$ cat src/rtl/irq_unit_pkg.sv
// constants and carrier types shared by the interrupt flag and priority unit
// assumes an APB slave with 32-bit data, one register per aligned word
package irq_unit_pkg;

  // ***************************************************
  // register map: printed index, byte address is index * 4
  // ***************************************************
  localparam int          ADDR_W              = 10;
  localparam logic [7:0]  IDX_RADIO_FLAGS     = 8'h9B;
  localparam logic [7:0]  IDX_PRIO_LOW        = 8'hA9;
  localparam logic [7:0]  IDX_PRIO_HIGH       = 8'hB9;
  localparam logic [7:0]  IDX_TIMER_DMA_FLAGS = 8'hC0;
  localparam logic [7:0]  IDX_PORT_SER_FLAGS  = 8'hE8;
  localparam logic [7:0]  IDX_EVENT_STATUS    = 8'hF0;
  localparam logic [7:0]  IDX_EVENT_MASK      = 8'hF1;
  localparam logic [7:0]  IDX_IN_SERVICE      = 8'hF2;

  // ***************************************************
  // field positions, used-bit masks and reset values
  // ***************************************************
  localparam int          RADIO_HI_BIT   = 1;
  localparam int          RADIO_LO_BIT   = 0;
  localparam int          SLEEP_BIT      = 7;
  localparam int          PORT0_BIT      = 5;
  localparam int          TIMER1_BIT     = 1;
  localparam int          DMA_BIT        = 0;
  localparam int          WATCHDOG_BIT   = 4;
  localparam int          PORT1_BIT      = 3;
  localparam int          SER1_TX_BIT    = 2;
  localparam int          SER0_TX_BIT    = 1;
  localparam int          PORT2_BIT      = 0;
  localparam logic [7:0]  RADIO_USED     = 8'h03;
  localparam logic [7:0]  TIMER_DMA_USED = 8'hBF;
  localparam logic [7:0]  PORT_SER_USED  = 8'h1F;
  localparam logic [7:0]  PRIO_USED      = 8'h3F;
  localparam logic [7:0]  FLAG_RESET     = 8'h00;
  localparam logic [7:0]  PRIO_RESET     = 8'h00;

  // ***************************************************
  // sources, groups and polling order (by interrupt number)
  // ***************************************************
  localparam int          NUM_SOURCES    = 18;
  localparam int          NUM_GROUPS     = 6;
  localparam int          NUM_LEVELS     = 4;
  localparam logic [4:0]  SRC_TIMER1     = 5'h09;
  localparam logic [4:0]  SRC_TIMER4     = 5'h0C;
  localparam logic [4:0]  POLL_ORDER [NUM_SOURCES] = '{
    5'h00, 5'h10, 5'h08, 5'h01, 5'h09, 5'h02, 5'h0A, 5'h03, 5'h0B,
    5'h04, 5'h0C, 5'h05, 5'h0D, 5'h06, 5'h07, 5'h0E, 5'h0F, 5'h11};
  localparam logic [2:0]  SOURCE_GROUP [NUM_SOURCES] = '{
    3'h0, 3'h1, 3'h2, 3'h3, 3'h4, 3'h5, 3'h1, 3'h2, 3'h0,
    3'h1, 3'h2, 3'h3, 3'h4, 3'h5, 3'h3, 3'h4, 3'h0, 3'h5};

  // ***************************************************
  // sticky event status bits
  // ***************************************************
  localparam int          EVT_W          = 3;
  localparam int          EVT_DISPATCH   = 0;
  localparam int          EVT_NESTED     = 1;
  localparam int          EVT_BAD_RETURN = 2;
  localparam logic [EVT_W-1:0] EVT_RESET = 3'h0;
  localparam logic [NUM_LEVELS-1:0] IN_SERVICE_RESET = 4'h0;

  typedef struct packed {
    logic       radio;
    logic [3:0] timer;
    logic       dma_done;
    logic       sleep_timer;
    logic       port0;
    logic       port1;
    logic       port2;
    logic       serial0_tx;
    logic       serial1_tx;
    logic       watchdog;
  } periph_events_s;

  typedef struct packed {
    logic rf_error;
    logic adc;
    logic serial0_rx;
    logic serial1_rx;
    logic aes;
  } other_flags_s;

  typedef struct packed {
    logic       valid;
    logic [4:0] number;
    logic [1:0] level;
  } cpu_request_s;

endpackage

$ cat src/rtl/interrupt_flag_priority_unit.sv
// interrupt flag storage and priority resolution for the cpu core
// assumes one clock, APB register access, cpu pulses ack and return
//
// Notes on behaviour
// - radio request is two flag bits 1 and 0; either one pending requests service
// - a radio request sets both radio flag bits together
// - bits 7 to 2 of the radio flag register are unused and zero
// - timer 1-4 flags in bits 1-4 set on event, cleared on vectoring
// - timer/dma register: sleep timer bit 7, port 0 bit 5, dma bit 0
// - port/serial register: watchdog 4, port1 3, tx1 2, tx0 1, port2 0
// - all flags reset to zero; one means pending
// - sources form six groups set by two priority registers
// - each group has one of four levels shared by its sources
// - a running service is not preempted by equal or lower level
// - simultaneous equal-level requests are chosen by fixed polling order
// - high priority register holds upper level bits 5-0, bits 7-6 zero
// - high and low bits form level 0 lowest to 3 highest
// - fixed assignment of the eighteen sources to the six groups
// - polling order 0,16,8,1,9,2,10,3,11,4,12,5,13,6,7,14,15,17
// - flags set on their condition regardless of enables
`timescale 1ns/1ps
module interrupt_flag_priority_unit import irq_unit_pkg::*; (
  input  wire logic                   core_clk,
  input  wire logic                   reset_n,
  input  wire logic                   psel,
  input  wire logic                   penable,
  input  wire logic                   pwrite,
  input  wire logic [ADDR_W-1:0]      paddr,
  input  wire logic [31:0]            pwdata,
  output logic      [31:0]            prdata,
  output logic                        pready,
  output logic                        pslverr,
  input  wire periph_events_s         periph_events,
  input  wire other_flags_s           other_flags,
  input  wire logic [NUM_SOURCES-1:0] source_enable,
  output cpu_request_s                cpu_request,
  input  wire logic                   cpu_vector_ack,
  input  wire logic                   cpu_return,
  output logic                        event_irq
);

  // ***************************************************
  // declarations
  // ***************************************************
  logic [7:0]             radio_flags_reg;
  logic [7:0]             timer_dma_flags_reg;
  logic [7:0]             port_ser_flags_reg;
  logic [7:0]             prio_high_reg;
  logic [7:0]             prio_low_reg;

  logic [EVT_W-1:0]       event_status_reg;
  logic [EVT_W-1:0]       event_mask_reg;
  logic [NUM_LEVELS-1:0]  in_service_reg;
  logic [NUM_LEVELS-1:0]  in_service_next;

  logic [31:0]            prdata_reg;

  logic                   req_valid_reg;
  logic [4:0]             req_number_reg;
  logic [1:0]             req_level_reg;

  logic [7:0]             word_index;
  logic                   addr_hit;
  logic                   setup_phase;
  logic                   write_commit;
  logic [31:0]            read_value;

  logic                   wr_radio;
  logic                   wr_timer_dma;
  logic                   wr_port_ser;
  logic                   wr_event_status;

  logic [7:0]             radio_set;
  logic [7:0]             timer_dma_set;
  logic [7:0]             port_ser_set;
  logic [7:0]             timer_dma_clear;

  logic [NUM_SOURCES-1:0] pending;
  logic                   win_valid;
  logic [4:0]             win_number;
  logic [1:0]             win_level;

  logic                   take_vector;
  logic                   bad_return;
  logic [EVT_W-1:0]       event_set;

  // ***************************************************
  // apb decode
  // ***************************************************
  assign word_index   = paddr[ADDR_W-1:2];
  assign setup_phase  = psel && !penable;

  // zero wait states: every access completes in its first access cycle
  assign pready       = 1'b1;
  assign write_commit = psel && penable && pwrite && addr_hit;
  assign pslverr      = psel && penable && !addr_hit;
  assign prdata       = prdata_reg;

  always_comb begin
    addr_hit   = 1'b1;
    read_value = 32'h0000_0000;

    if (word_index == IDX_RADIO_FLAGS) begin
      read_value[7:0] = radio_flags_reg;
    end else if (word_index == IDX_PRIO_LOW) begin
      read_value[7:0] = prio_low_reg;
    end else if (word_index == IDX_PRIO_HIGH) begin
      read_value[7:0] = prio_high_reg;
    end else if (word_index == IDX_TIMER_DMA_FLAGS) begin
      read_value[7:0] = timer_dma_flags_reg;
    end else if (word_index == IDX_PORT_SER_FLAGS) begin
      read_value[7:0] = port_ser_flags_reg;
    end else if (word_index == IDX_EVENT_STATUS) begin
      read_value[EVT_W-1:0] = event_status_reg;
    end else if (word_index == IDX_EVENT_MASK) begin
      read_value[EVT_W-1:0] = event_mask_reg;
    end else if (word_index == IDX_IN_SERVICE) begin
      read_value[NUM_LEVELS-1:0] = in_service_reg;
    end else begin
      addr_hit = 1'b0;
    end
  end

  // read data captured in the setup cycle, stable through the access cycle
  always_ff @(posedge core_clk) begin
    if (!reset_n) begin
      prdata_reg <= 32'h0000_0000;
    end else if (setup_phase && !pwrite) begin
      prdata_reg <= read_value;
    end
  end

  assign wr_radio        = write_commit && word_index == IDX_RADIO_FLAGS;
  assign wr_timer_dma    = write_commit && word_index == IDX_TIMER_DMA_FLAGS;
  assign wr_port_ser     = write_commit && word_index == IDX_PORT_SER_FLAGS;
  assign wr_event_status = write_commit && word_index == IDX_EVENT_STATUS;

  // ***************************************************
  // priority registers
  // ***************************************************
  always_ff @(posedge core_clk) begin
    if (!reset_n) begin
      prio_high_reg <= PRIO_RESET;
      prio_low_reg  <= PRIO_RESET;
    end else if (write_commit) begin
      if (word_index == IDX_PRIO_HIGH) begin
        prio_high_reg <= pwdata[7:0] & PRIO_USED;
      end
      if (word_index == IDX_PRIO_LOW) begin
        prio_low_reg <= pwdata[7:0] & PRIO_USED;
      end
    end
  end

  // ***************************************************
  // flag registers
  // ***************************************************
  // sets ignore source_enable: flags record the condition regardless
  always_comb begin
    radio_set     = 8'h00;
    timer_dma_set = 8'h00;
    port_ser_set  = 8'h00;

    radio_set[RADIO_HI_BIT]        = periph_events.radio;
    radio_set[RADIO_LO_BIT]        = periph_events.radio;
    timer_dma_set[SLEEP_BIT]       = periph_events.sleep_timer;
    timer_dma_set[PORT0_BIT]       = periph_events.port0;
    timer_dma_set[DMA_BIT]         = periph_events.dma_done;
    timer_dma_set[TIMER1_BIT +: 4] = periph_events.timer;
    port_ser_set[WATCHDOG_BIT]     = periph_events.watchdog;
    port_ser_set[PORT1_BIT]        = periph_events.port1;
    port_ser_set[SER1_TX_BIT]      = periph_events.serial1_tx;
    port_ser_set[SER0_TX_BIT]      = periph_events.serial0_tx;
    port_ser_set[PORT2_BIT]        = periph_events.port2;
  end

  // only the timer flags are cleared by vectoring; the rest wait for software
  always_comb begin
    timer_dma_clear = 8'h00;
    if (take_vector && req_number_reg >= SRC_TIMER1 &&
        req_number_reg <= SRC_TIMER4) begin
      timer_dma_clear[TIMER1_BIT + 32'(req_number_reg - SRC_TIMER1)] = 1'b1;
    end
  end

  // unused bits are masked inside and never hold a one
  flag_register #(
    .WIDTH     (8),
    .USED_MASK (RADIO_USED)
  ) u_radio_flags (
    .core_clk   (core_clk),
    .reset_n    (reset_n),
    .write_en   (wr_radio),
    .write_data (pwdata[7:0]),
    .set_bits   (radio_set),
    .clear_bits (8'h00),
    .flags_reg  (radio_flags_reg)
  );

  flag_register #(
    .WIDTH     (8),
    .USED_MASK (TIMER_DMA_USED)
  ) u_timer_dma_flags (
    .core_clk   (core_clk),
    .reset_n    (reset_n),
    .write_en   (wr_timer_dma),
    .write_data (pwdata[7:0]),
    .set_bits   (timer_dma_set),
    .clear_bits (timer_dma_clear),
    .flags_reg  (timer_dma_flags_reg)
  );

  flag_register #(
    .WIDTH     (8),
    .USED_MASK (PORT_SER_USED)
  ) u_port_ser_flags (
    .core_clk   (core_clk),
    .reset_n    (reset_n),
    .write_en   (wr_port_ser),
    .write_data (pwdata[7:0]),
    .set_bits   (port_ser_set),
    .clear_bits (8'h00),
    .flags_reg  (port_ser_flags_reg)
  );

  // ***************************************************
  // pending vector by interrupt number
  // ***************************************************
  always_comb begin
    pending     = '0;
    // numbers 0 to 4: flags held by their own peripherals
    pending[0]  = other_flags.rf_error;
    pending[1]  = other_flags.adc;
    pending[2]  = other_flags.serial0_rx;
    pending[3]  = other_flags.serial1_rx;
    pending[4]  = other_flags.aes;

    // numbers 5 to 17: flags stored in this block
    pending[5]  = timer_dma_flags_reg[SLEEP_BIT];
    pending[6]  = port_ser_flags_reg[PORT2_BIT];
    pending[7]  = port_ser_flags_reg[SER0_TX_BIT];
    pending[8]  = timer_dma_flags_reg[DMA_BIT];
    pending[9]  = timer_dma_flags_reg[TIMER1_BIT];
    pending[10] = timer_dma_flags_reg[TIMER1_BIT + 1];
    pending[11] = timer_dma_flags_reg[TIMER1_BIT + 2];
    pending[12] = timer_dma_flags_reg[TIMER1_BIT + 3];
    pending[13] = timer_dma_flags_reg[PORT0_BIT];
    pending[14] = port_ser_flags_reg[SER1_TX_BIT];
    pending[15] = port_ser_flags_reg[PORT1_BIT];
    pending[16] = radio_flags_reg[RADIO_HI_BIT] | radio_flags_reg[RADIO_LO_BIT];
    pending[17] = port_ser_flags_reg[WATCHDOG_BIT];
  end

  // ***************************************************
  // arbitration and cpu request
  // ***************************************************
  priority_arbiter u_arbiter (
    .candidates     (pending & source_enable),
    .level_bit_high (prio_high_reg[NUM_GROUPS-1:0]),
    .level_bit_low  (prio_low_reg[NUM_GROUPS-1:0]),
    .in_service     (in_service_reg),
    .win_valid      (win_valid),
    .win_number     (win_number),
    .win_level      (win_level)
  );

  // the request is registered so the cpu acks exactly what it saw
  always_ff @(posedge core_clk) begin
    if (!reset_n) begin
      req_valid_reg  <= 1'b0;
      req_number_reg <= 5'h00;
      req_level_reg  <= 2'h0;
    end else if (take_vector) begin
      // one idle cycle lets the cleared flag and new level settle
      req_valid_reg  <= 1'b0;
    end else begin
      req_valid_reg  <= win_valid;
      req_number_reg <= win_number;
      req_level_reg  <= win_level;
    end
  end

  assign cpu_request.valid  = req_valid_reg;
  assign cpu_request.number = req_number_reg;
  assign cpu_request.level  = req_level_reg;

  // ***************************************************
  // in-service levels
  // ***************************************************
  assign take_vector = cpu_vector_ack && req_valid_reg;
  assign bad_return  = cpu_return && in_service_reg == '0;

  always_comb begin
    in_service_next = in_service_reg;
    // a return ends the highest level in service
    if (cpu_return) begin
      for (int lvl = 0; lvl < NUM_LEVELS; lvl++) begin
        if (in_service_reg[lvl] && (in_service_reg >> (lvl + 1)) == '0) begin
          in_service_next[lvl] = 1'b0;
        end
      end
    end

    // an ack beside a return still opens its level
    if (take_vector) begin
      in_service_next[req_level_reg] = 1'b1;
    end
  end

  always_ff @(posedge core_clk) begin
    if (!reset_n) begin
      in_service_reg <= IN_SERVICE_RESET;
    end else begin
      in_service_reg <= in_service_next;
    end
  end

  // ***************************************************
  // sticky events and interrupt output
  // ***************************************************
  always_comb begin
    event_set                 = '0;
    event_set[EVT_DISPATCH]   = take_vector;
    event_set[EVT_NESTED]     = take_vector && in_service_reg != '0;
    event_set[EVT_BAD_RETURN] = bad_return;
  end

  always_ff @(posedge core_clk) begin
    if (!reset_n) begin
      event_status_reg <= EVT_RESET;
    end else if (wr_event_status) begin
      // write one clears; a new event in the same cycle is kept
      event_status_reg <= (event_status_reg & ~pwdata[EVT_W-1:0]) | event_set;
    end else begin
      event_status_reg <= event_status_reg | event_set;
    end
  end

  always_ff @(posedge core_clk) begin
    if (!reset_n) begin
      event_mask_reg <= EVT_RESET;
    end else if (write_commit && word_index == IDX_EVENT_MASK) begin
      event_mask_reg <= pwdata[EVT_W-1:0];
    end
  end

  // level output: high until the event is cleared or masked
  assign event_irq = |(event_status_reg & event_mask_reg);

endmodule // interrupt_flag_priority_unit

$ cat src/rtl/flag_register.sv
// one register of pending flags: software load, hardware set and clear
// assumes set pulses and clear pulses are synchronous to core_clk
`timescale 1ns/1ps
module flag_register import irq_unit_pkg::*; #(
  parameter int               WIDTH     = 8,
  parameter logic [WIDTH-1:0] USED_MASK = '1
) (
  input  wire logic             core_clk,
  input  wire logic             reset_n,
  input  wire logic             write_en,
  input  wire logic [WIDTH-1:0] write_data,
  input  wire logic [WIDTH-1:0] set_bits,
  input  wire logic [WIDTH-1:0] clear_bits,
  output logic      [WIDTH-1:0] flags_reg
);

  logic [WIDTH-1:0] flags_next;

  always_comb begin
    flags_next = write_en ? write_data : flags_reg;
    flags_next = flags_next & ~clear_bits;
    // a set in the same cycle as a clear or write wins
    flags_next = (flags_next | set_bits) & USED_MASK;
  end

  always_ff @(posedge core_clk) begin
    if (!reset_n) begin
      flags_reg <= FLAG_RESET[WIDTH-1:0];
    end else begin
      flags_reg <= flags_next;
    end
  end

endmodule // flag_register

$ cat src/rtl/priority_arbiter.sv
// picks the winning pending source by level, then by polling order
// assumes candidates are already gated by their enables
`timescale 1ns/1ps
module priority_arbiter import irq_unit_pkg::*; (
  input  wire logic [NUM_SOURCES-1:0] candidates,
  input  wire logic [NUM_GROUPS-1:0]  level_bit_high,
  input  wire logic [NUM_GROUPS-1:0]  level_bit_low,
  input  wire logic [NUM_LEVELS-1:0]  in_service,
  output logic                        win_valid,
  output logic      [4:0]             win_number,
  output logic      [1:0]             win_level
);

  logic       found;
  logic       busy;
  logic [1:0] busy_level;
  logic [2:0] grp;
  logic [4:0] num;

  always_comb begin
    found      = 1'b0;
    win_number = 5'h00;
    win_level  = 2'h0;
    busy       = 1'b0;
    busy_level = 2'h0;
    grp        = 3'h0;
    num        = 5'h00;
    for (int lvl = NUM_LEVELS - 1; lvl >= 0; lvl--) begin
      for (int k = 0; k < NUM_SOURCES; k++) begin
        num = POLL_ORDER[k];
        grp = SOURCE_GROUP[num];
        if (!found && candidates[num] &&
            {level_bit_high[grp], level_bit_low[grp]} == 2'(lvl)) begin
          found      = 1'b1;
          win_number = num;
          win_level  = 2'(lvl);
        end
      end
    end
    for (int lvl = 0; lvl < NUM_LEVELS; lvl++) begin
      if (in_service[lvl]) begin
        busy       = 1'b1;
        busy_level = 2'(lvl);
      end
    end
    // equal or lower level never preempts a running service
    win_valid = found && (!busy || win_level > busy_level);
  end

endmodule // priority_arbiter

$ cat config.mk
export PLATFORM = sky130hd
export DESIGN_NAME = interrupt_flag_priority_unit
export DESIGN_NICKNAME = d
export VERILOG_FILES = /design/src/rtl/irq_unit_pkg.sv /design/src/rtl/interrupt_flag_priority_unit.sv /design/src/rtl/flag_register.sv /design/src/rtl/priority_arbiter.sv
export SDC_FILE = /design/constraint.sdc
export NUM_CORES = 1
export LEC_CHECK = 0
export BUFFER_PORTS_ARGS = -buffer_cell sky130_fd_sc_hd__buf_2
export CORE_AREA = 10 10 144 107
export CTS_BUF_LIST = sky130_fd_sc_hd__clkbuf_8 sky130_fd_sc_hd__clkbuf_16
export DETAILED_ROUTE_END_ITERATION = 8
export DIE_AREA = 0 0 154 117
export HOLD_SLACK_MARGIN = 0.15
export PLACE_DENSITY = 0.64
export SLEW_MARGIN = 20
export SYNTH_ARGS = -nofsm -noshare
export SYNTH_HDL_FRONTEND = slang
export SYNTH_HIERARCHICAL = 1
export SYNTH_SLANG_ARGS = --single-unit
export TNS_END_PERCENT = 30
$ cat constraint.sdc
create_clock -name core_clk -period 3.23 [get_ports core_clk]
set_clock_uncertainty 0.1 [all_clocks]
set_input_delay 0.1615 -clock core_clk [delete_from_list [all_inputs] [get_ports core_clk]]
set_output_delay 0.1615 -clock core_clk [all_outputs]
set_load 0.005 [all_outputs]
* Word level (Yosys, flattened, before mapping)
Cells that the tools add are included.
Storage, ports and cells: register bits after elaboration 53, latch bits 0, RAM bits 0, memory bits (read-only) 0, input bits 85, output and inout bits 43, word-level logic and storage cells 573, memories 0
Operators by class: $add $sub $neg 2, multipliers 0, div/mod/pow operators 0, magnitude comparators 7, equal/unequal tests 26, shift operators 0, multiplexer cells 255, bitwise gates (word level) 14, reductions and logical operators 256
Operators with widths (number):
- 2-to-1 mux 5 bit | 72
- logical AND 1 bit | 165
- 2-to-1 mux 2 bit | 75
- 2-to-1 mux 1 bit | 93
- logical NOT 1 bit | 75
- == test 8 bit (second input constant) | 8
- 2-to-1 mux 8 bit | 6
- >= comparator 32 x 1 -> 1 bit (second input constant) | 1
- less-than comparator 32 x 4 -> 1 bit (second input constant) | 1
- == test 2 bit (second input constant) | 12
- bitwise AND 18 bit | 1
- logical NOT 4 bit | 4
- 2-to-1 mux 4 bit | 4
- == test 2 x 1 -> 1 bit (second input constant) | 6
- logical NOT 2 bit | 6
- 2-to-1 mux 3 bit | 3
- bitwise AND 8 bit | 1
- NOT 8 bit | 1
- bitwise OR 8 bit | 1
- adder 2 x 6 -> 7 bit (first input constant) | 1
- bitwise AND 3 bit | 2
- bitwise OR 3 bit | 2
- subtractor 5 x 4 -> 6 bit (second input constant) | 1
- >= comparator 5 x 4 -> 1 bit (second input constant) | 1
- 17 further kinds | 18

* Depth between registers and ports, before layout
Gate-level depths: netlist of the first run.
word-level depth 291, depth in mapped cells 15, depth with buffers taken out 15

* Modules after synthesis
Netlist of the first run, hierarchy kept.
By module, submodules not included:
- interrupt_flag_priority_unit | times used 1, cells each 330, area an instance 2547.4 µm², sequential area each 760.7 µm²
- priority_arbiter | times used 1, cells each 261, area an instance 1644.1 µm², sequential area each 0.0 µm²
- flag_register (u_timer_dma_flags) | times used 1, cells each 39, area an instance 350.3 µm², sequential area each 140.1 µm²
- flag_register (u_port_ser_flags) | times used 1, cells each 31, area an instance 267.8 µm², sequential area each 100.1 µm²
- flag_register (u_radio_flags) | times used 1, cells each 17, area an instance 138.9 µm², sequential area each 40.0 µm²

* Least setup slack after synthesis of the first run
No wires, ideal clock.
kind reg-to-reg, start point register u_radio_flags.flags_reg[0], end point register req_valid_reg, library setup time 60 ps, arrival 2765 ps, required time 3070 ps, path slack 305 ps, stages on the path, launching flop included 14, path buffers 1, period minus slack after synthesis 2925 ps, cell sequence dfxtp_1 > o21a_1 > buf_4 > o311ai_4 > o211ai_4 > nor4_4 > nand3_2 > nor3_2 > nor3_1 > ha_1 > a21oi_1 > a21oi_1 > a31oi_1 > and3_1
On the way: word-level cells in the longest chain between the ends 288, elaborated cells on any way between the ends 359, classes of those cells order compare (1); mux (142); bitwise (2); reduce/logical (214)
RTL lines:
- start, declared | RTL line flag_register.sv:14 | output logic [WIDTH-1:0] flags_reg
- start signal, assigned | RTL line flag_register.sv:28 | flags_reg <= FLAG_RESET[WIDTH-1:0];
- start signal, assigned | RTL line flag_register.sv:30 | flags_reg <= flags_next;
- bitwise OR 1 bit (*) | RTL line interrupt_flag_priority_unit.sv:250 | pending[16] = radio_flags_reg[RADIO_HI_BIT] | radio_flags_reg[RADIO_LO_BIT];
- bitwise AND 18 bit (*) | RTL line interrupt_flag_priority_unit.sv:258 | .candidates (pending & source_enable),
- logical AND 1 bit (2 in a row) | RTL line priority_arbiter.sv:32 | if (!found && candidates[num] &&
- 2-to-1 mux 1 bit | RTL line priority_arbiter.sv:32
- logical NOT 1 bit | RTL line priority_arbiter.sv:32
- logical AND 1 bit (2 in a row) | RTL line priority_arbiter.sv:32
- 2-to-1 mux 1 bit | RTL line priority_arbiter.sv:32
- logical NOT 1 bit | RTL line priority_arbiter.sv:32
- [270 not listed]
- 2-to-1 mux 1 bit | RTL line priority_arbiter.sv:32
- logical NOT 1 bit | RTL line priority_arbiter.sv:32
- logical AND 1 bit (2 in a row) | RTL line priority_arbiter.sv:32
- 2-to-1 mux 2 bit | RTL line priority_arbiter.sv:32
- greater-than comparator 2 bit | RTL line priority_arbiter.sv:47 | win_valid = found && (!busy || win_level > busy_level);
- logical OR 1 bit | RTL line priority_arbiter.sv:47
- logical AND 1 bit (*) | RTL line priority_arbiter.sv:47
- named net win_valid | RTL line interrupt_flag_priority_unit.sv:79 | logic win_valid;
- end signal, assigned | RTL line interrupt_flag_priority_unit.sv:277 | req_valid_reg <= win_valid;
- end, declared | RTL line interrupt_flag_priority_unit.sv:58 | logic req_valid_reg;
Mark *: on every way through the listed nets, which the timed path passes. The rest lies on a longest branch. A chain may end at the register's enable or synchronous reset.

* Worst setup path in the final report of the first run
start point register u_radio_flags.flags_reg[0], end point register req_valid_reg
On the way: word-level cells in the longest chain between the ends 288, elaborated cells on any way between the ends 359, classes of those cells order compare (1); mux (142); bitwise (2); reduce/logical (214)
RTL lines:
- bitwise OR 1 bit (*) | RTL line interrupt_flag_priority_unit.sv:250
- bitwise AND 18 bit (*) | RTL line interrupt_flag_priority_unit.sv:258
- logical AND 1 bit (2 in a row) | RTL line priority_arbiter.sv:32
- 2-to-1 mux 1 bit | RTL line priority_arbiter.sv:32
- logical NOT 1 bit | RTL line priority_arbiter.sv:32
- logical AND 1 bit (2 in a row) | RTL line priority_arbiter.sv:32
- 2-to-1 mux 1 bit | RTL line priority_arbiter.sv:32
- logical NOT 1 bit | RTL line priority_arbiter.sv:32
- [271 not listed]
- logical NOT 1 bit | RTL line priority_arbiter.sv:32
- logical AND 1 bit (2 in a row) | RTL line priority_arbiter.sv:32
- 2-to-1 mux 2 bit (*) | RTL line priority_arbiter.sv:32
- named net win_level[1] | RTL line interrupt_flag_priority_unit.sv:81 | logic [1:0] win_level;
- greater-than comparator 2 bit (*) | RTL line priority_arbiter.sv:47
- logical OR 1 bit (*) | RTL line priority_arbiter.sv:47
- logical AND 1 bit (*) | RTL line priority_arbiter.sv:47
- named net win_valid | RTL line interrupt_flag_priority_unit.sv:79
Marks and branches as above.

==> reports/metrics.cfg, run 1 <==
[clock_tree]
cts.sinks = 52
insertion_delay_ns = 0.30
cts_root_buffer = clkbuf_16
numCtsBuffers = 5
clockBufferDepth = 2
htree_levels = 2
cts_tree = done
path_clk_slew_ns = 0.07

[setup_path]
required_ns = 3.33
worstSetupPathType = reg -> reg
critPathMaxStageDelay_ns = 0.41
cp-startpoint = u_radio_flags/flags_reg[0]$_SDFF_PN0_
path_common_cell = a21oi_1
reg2reg_depth = 13
cp_slowest_cell = o311ai_4
cp-endpoint = req_valid_reg$_SDFF_PP0_
arrival_ns = 3.20
critPathCaptureType = register
crit_chain = o21a_1, o311ai_4, o211ai_4, buf_4, nor2_2, nand4_1, buf_4, ha_1, a21oi_1, a21oi_1, a21oi_1, a31oi_1, and3_1
crit_fanout = 6
timing.rr.start = u_radio_flags/flags_reg[0]$_SDFF_PN0_
cp-start-kind = register
r2r_slack_ns = 0.13
r2r_end = req_valid_reg$_SDFF_PP0_

[grt]
grt_pass1_vias = 5094
grt_use_total = 0.193
met1_usage = 0.281
grt_use_met2 = 0.268
antenna_found_initial = 0
met3_usage = 0.0654
grt_overflow = 0
grt_pass1_wl_mm = 28.0
busiest_layer = met1
grt_max_degree = 43

[floorplan]
num_rows = 35
core_mm2 = 0.0127
die_height_um = 117
fp.dieW_um = 154
io_pins = 128
start_util = 0.388
dieArea_mm2 = 0.0180

[timing]
fmax_mhz = 323
setup_viol = 0
max_slew_margin = 0.295
fin_ws_ns = 0.130
worst_slew_pin_slew_ns = 1.05
fin_crit_sh = 0.960
drv_slew = 0
period_needed_ns = 3.10
rsz0062_at_grt = yes
finalHoldViolations = 0

[placed_design]
io_buffers = 75
dpl_worst_slack_ns = 0.0759
routabilityCongestion = 0.995
hpwl_mm = 14.5

[layout]
nets = 881
area.growth.synth_to_final_pct = 20.5
nFillCells = 1309
drive_gt1_frac = 0.213
utilization = 0.468
largest_reg_flops = 8
num_antenna_cells = 0

[pwr]
leakage_nw = 2.47
ir_drop_v = 0.000220
powerDensity_mw_per_mm2 = 281

[flow_run]
maxCapViolCount = 0

[drt]
vias = 5429
drt-total-wl_mm = 18.3
firstDrtPassIters = 5
viasPerCell = 5.67
remaining_drc_errors = 0
initialDrtViolationCount = 672
final_antenna_net_count = 0
avgRoutedWirePerCell_um = 19.1

[run_status]
status = completed

[yosys]
ys_warn_count = 6
avgSynthCellArea_um2 = 7.30
synthCells = 677
synth.cell_area_mm2 = 0.00494

[hold_path]
hp-start = pwdata[1]
min_path_type = in -> reg

[how the worst min path moves through the flow]
| stage | to | slack, ns | cells past startpoint |
|---|---|---|---|
| floorplan | u_port_ser_flags/flags_reg[0]$_SDFF_PN0_ | 0.18 | 2 |
| CTS | prio_high_reg[1]$_SDFFE_PN0P_ | 0.16 | 3 |
| global placement | u_port_ser_flags/flags_reg[1]$_SDFF_PN0_ | 0.28 | 3 |
| global route | prio_high_reg[1]$_SDFFE_PN0P_ | 0.17 | 3 |
| detailed placement | u_timer_dma_flags/flags_reg[2]$_SDFF_PN0_ | 0.27 | 3 |
| finish | prio_high_reg[1]$_SDFFE_PN0P_ | 0.16 | 3 |
[per-stage QoR]
step | instance area [um^2] | hold WS [ns] | power, mW | std cells | TNS (ns)
after global placement | 5530 | 0.277 | 1.08 | 925 | 0
final | 5960 | 0.161 | 1.67 | 958 | 0
after detailed placement | 5530 | 0.275 | 1.08 | 925 | 0
after CTS | 5890 | 0.157 | 1.66 | 954 | 0
after floorplan | 5080 | 0.176 | 0.967 | 714 | 0
after global routing | 5960 | 0.168 | 1.75 | 958 | -0.00576
[layer usage]
layer	wire length, um	vias to the layer above
met5	0	-
met4	180	0
met3	2370	19
met2	7090	289
met1	8690	2487
li1	-	2634
[cell usage in the layout, fill, tap and decap left out, types with 9 or more instances in the layout]
master and instances:
a21oi_1 33, a22oi_1 9, and2_1 19, buf_2 75
buf_4 46, conb_1 42, dfxtp_1 50, dlygate4sd3_1 21
inv_1 19, mux2i_1 32, nand2_1 60, nand2b_1 23
nand3_1 20, nand3b_1 13, nand4_1 10, nor2_1 71
nor3_1 23, nor4_1 10, o211ai_1 10, o21ai_0 28
o21ai_1 17, o22ai_1 12
[timing repair]
item	4_1_cts	5_1_grt
setup endpoints to repair	0	6
hold endpoints to repair	24	0
gates resized for setup	0	11
hold buffers	21	0
buffers inserted	0	4
[power by group]
part	switching [mW]	internal, mW
Clock	0.258	0.311
Combinational	0.235	0.168
Sequential	0.0338	0.670
Total	0.527	1.15
[worst max-delay path, delay by kind of cell (launching register included)]
| family | cells | cell delay [ns] |
|---|---|---|
| adder cells (fa/ha/maj) | 1 | 0.33 |
| flip-flops | 1 | 0.34 |
| AO/OA/AOI/OAI | 7 | 1.27 |
| buffers and inverters | 2 | 0.40 |
| AND/OR/NAND/NOR | 3 | 0.55 |
[final cells by class]
cell class              instances  area [um^2]  share of cell area
multi-input cells             570         3550               0.596
repair buffers                142          931               0.156
flip-flops and latches         52         1040               0.175
inverters                      20         75.1              0.0126
clock inverters                 2         13.8             0.00231
well taps                     166          208              0.0348
clock buffers                   6          139              0.0233
No activity file was read; power rests on OpenSTA's default activity.
==> run 2, diff against run 1 <==
--- a/config.mk
+++ b/config.mk
@@ -5,13 +5,14 @@
 export SDC_FILE = /design/constraint.sdc
 export NUM_CORES = 1
 export LEC_CHECK = 0
+export ABC_AREA = 1
 export BUFFER_PORTS_ARGS = -buffer_cell sky130_fd_sc_hd__buf_2
-export CORE_AREA = 10 10 144 107
+export CORE_AREA = 10 10 136 101
 export CTS_BUF_LIST = sky130_fd_sc_hd__clkbuf_8 sky130_fd_sc_hd__clkbuf_16
 export DETAILED_ROUTE_END_ITERATION = 8
-export DIE_AREA = 0 0 154 117
+export DIE_AREA = 0 0 146 111
 export HOLD_SLACK_MARGIN = 0.15
-export PLACE_DENSITY = 0.64
+export PLACE_DENSITY_LB_ADDON = 0.08
 export SLEW_MARGIN = 20
 export SYNTH_ARGS = -nofsm -noshare
 export SYNTH_HDL_FRONTEND = slang
==> run 2 against run 1 <==
  * The flow now finishes with violations (setup timing)
  * Count of clock-buffer cells in the layout unchanged
  * Hold slack better by 0.089 ns
  * Combinational power up 9.9%
  * Clock power down 3.9%
  * Power up 0.34%
  * Sequential cell count unchanged
  * Sequential share of layout area down 4.0 points
  * Critical endpoint is now req_number_reg[0]$_SDFFE_PN0N_
  * Largest cell class unchanged
==> reports/metrics.cfg, run 2 <==
[run_status]
status = complete, but fails checks  ; was completed
failed_checks = setup timing

[yosys]
ys_warn_count = 6  ; unchanged
avgSynthCellArea_um2 = 5.83  ; was 7.30 um^2
synth.cell_area_mm2 = 0.00544  ; was 0.00494 mm^2
synthCells = 933  ; was 677

[timing]
rsz0062_at_grt = yes  ; unchanged
finalHoldViolations = 0  ; unchanged
holdWs_ns = 0.249  ; was 0.161 ns
period_needed_ns = 5.40  ; was 3.10 ns
drv_slew = 0  ; unchanged
fin_ws_ns = -2.17  ; was 0.130 ns
max_slew_margin = 0.546  ; was 0.295
worst_slew_pin_slew_ns = 0.681  ; was 1.05 ns
fin_crit_sh = 1.67  ; was 0.960
setup_viol = 8  ; was 0
fmax_mhz = 185  ; was 323 MHz
tns_ns = -14.18  ; was 0 ns

[grt]
grt_pass1_wl_mm = 32.9  ; was 28.0 mm
grt_use_met2 = 0.352  ; was 0.268
grt_overflow = 0  ; unchanged
met3_usage = 0.0669  ; was 0.0654
grt_pass1_vias = 6332  ; was 5094
grt_use_total = 0.244  ; was 0.193
antenna_found_initial = 0  ; unchanged
grt_max_degree = 24  ; was 43
met1_usage = 0.356  ; was 0.281
busiest_layer = met1  ; unchanged

[layout]
drive_gt1_frac = 0.307  ; was 0.213
num_antenna_cells = 0  ; unchanged
fin_area_mm2 = 0.00772  ; was 0.00596 mm^2
layout_common_cells = buf_4, inv_1, nand2_1  ; was buf_2, nor2_1, nand2_1
utilization = 0.685  ; was 0.468
nets = 1314  ; was 881
nFillCells = 1068  ; was 1309
final_common_cell = buf_4  ; was buf_2
area.growth.synth_to_final_pct = 42.1  ; was 20.5%
instances_no_fill = 1382  ; was 958
largest_reg_flops = 8  ; unchanged

[pwr]
powerDensity_mw_per_mm2 = 218  ; was 281 mW/mm^2
leakage_nw = 4.20  ; was 2.47 nW
ir_drop_v = 0.000248  ; was 0.000220 V
total_power_mw = 1.68  ; was 1.67 mW

[placed_design]
dpl_worst_slack_ns = -1.95  ; was 0.0759 ns
routabilityCongestion = 0.979  ; was 0.995
placed_cell_area_mm2 = 0.00708  ; was 0.00553 mm^2
io_buffers = 75  ; unchanged
hpwl_mm = 16.4  ; was 14.5 mm
dp_cells = 1324  ; was 925

[setup_path]
r2r_slack_ns = -2.17  ; was 0.13 ns
required_ns = 3.35  ; was 3.33 ns
crit_fanout = 2  ; was 6
critPathCaptureType = register  ; unchanged
path_common_cell = buf_4  ; was a21oi_1
cp_slowest_cell = dfxtp_2  ; was o311ai_4
critPathMaxStageDelay_ns = 0.32  ; was 0.41 ns
cp-start-kind = register  ; unchanged
arrival_ns = 5.52  ; was 3.20 ns
worstSetupPathType = reg -> reg  ; unchanged

[drt]
vias = 6696  ; was 5429
remaining_drc_errors = 0  ; unchanged
viasPerCell = 4.85  ; was 5.67
firstDrtPassIters = 6  ; was 5
final_antenna_net_count = 0  ; unchanged
initialDrtViolationCount = 628  ; was 672
drt-total-wl_mm = 20.5  ; was 18.3 mm
avgRoutedWirePerCell_um = 14.8  ; was 19.1 um

[flow_run]
maxCapViolCount = 0  ; unchanged

[clock_tree]
cts_root_buffer = clkbuf_16  ; unchanged
clockBufferDepth = 2  ; unchanged
path_clk_slew_ns = 0.07  ; about the same
htree_levels = 2  ; unchanged
cts.sinks = 52  ; unchanged
insertion_delay_ns = 0.29  ; was 0.30 ns
numCtsBuffers = 5  ; unchanged
cts_tree = done  ; unchanged

[floorplan]
fp.dieW_um = 146  ; was 154 um
start_util = 0.482  ; was 0.388
die_height_um = 111  ; was 117 um
dieArea_mm2 = 0.0162  ; was 0.0180 mm^2
io_pins = 128  ; unchanged
core_mm2 = 0.0113  ; was 0.0127 mm^2
num_rows = 33  ; was 35

[hold_path]
min_path_type = in -> reg  ; unchanged

-- run 2: per-layer routing --
layer / vias to the layer above / wire length, um
met5: - / 0
met4: 0 / 227
met3: 18 / 1990
met2: 275 / 8260
met1: 2970 / 9970
li1: 3433 / -
-- run 2: what timing repair did --
| item | CTS | global route |
|---|---|---|
| hold buffers | 21 | 0 |
| pin swaps | 2 | 6 |
| setup endpoints to repair | 8 | 8 |
| resized for setup | 9 | 5 |
| endpoints found under the hold margin | 26 | 0 |
| setup buffers | 24 | 5 |
-- run 2: final timing paths --
| path | from | endpoint | cells past startpoint |
|---|---|---|---|
| hold / removal | reset_n | prio_low_reg[5]$_SDFFE_PN0P_ | 3 |
| setup / recovery | u_radio_flags/flags_reg[1]$_SDFF_PN0_ | req_number_reg[0]$_SDFFE_PN0N_ | 42 |
| setup reg to reg | u_radio_flags/flags_reg[1]$_SDFF_PN0_ | req_number_reg[0]$_SDFFE_PN0N_ | 42 |
| hold reg to reg | prdata[4]$_SDFFE_PN0P_ | prdata[4]$_SDFFE_PN0P_ | 2 |
-- run 2: power breakdown --
group,internal (mW),leakage (nW),total [mW],switching [mW]
sequential,0.667,0.426,0.690,0.0237
clock,0.306,0.0743,0.547,0.241
combinational,0.182,3.70,0.443,0.262
-- run 2: layout make-up --
type                            count  area, um^2  area share
Multi-Input combinational cell    654        3440       0.446
Timing Repair Buffer              292        2060       0.267
Sequential cell                    52        1040       0.135
Inverter                          219         830       0.107
Tap cell                          157         196      0.0254
Clock buffer                        6         139      0.0180
Clock inverter                      2        11.3     0.00146
-- run 2: worst max-delay path, delay by kind of cell, from the launching register on --
family	cells	cell delay [ns]
simple gates	19	2.20
flops	1	0.32
buf+inv	16	1.92
compound gates	7	0.80
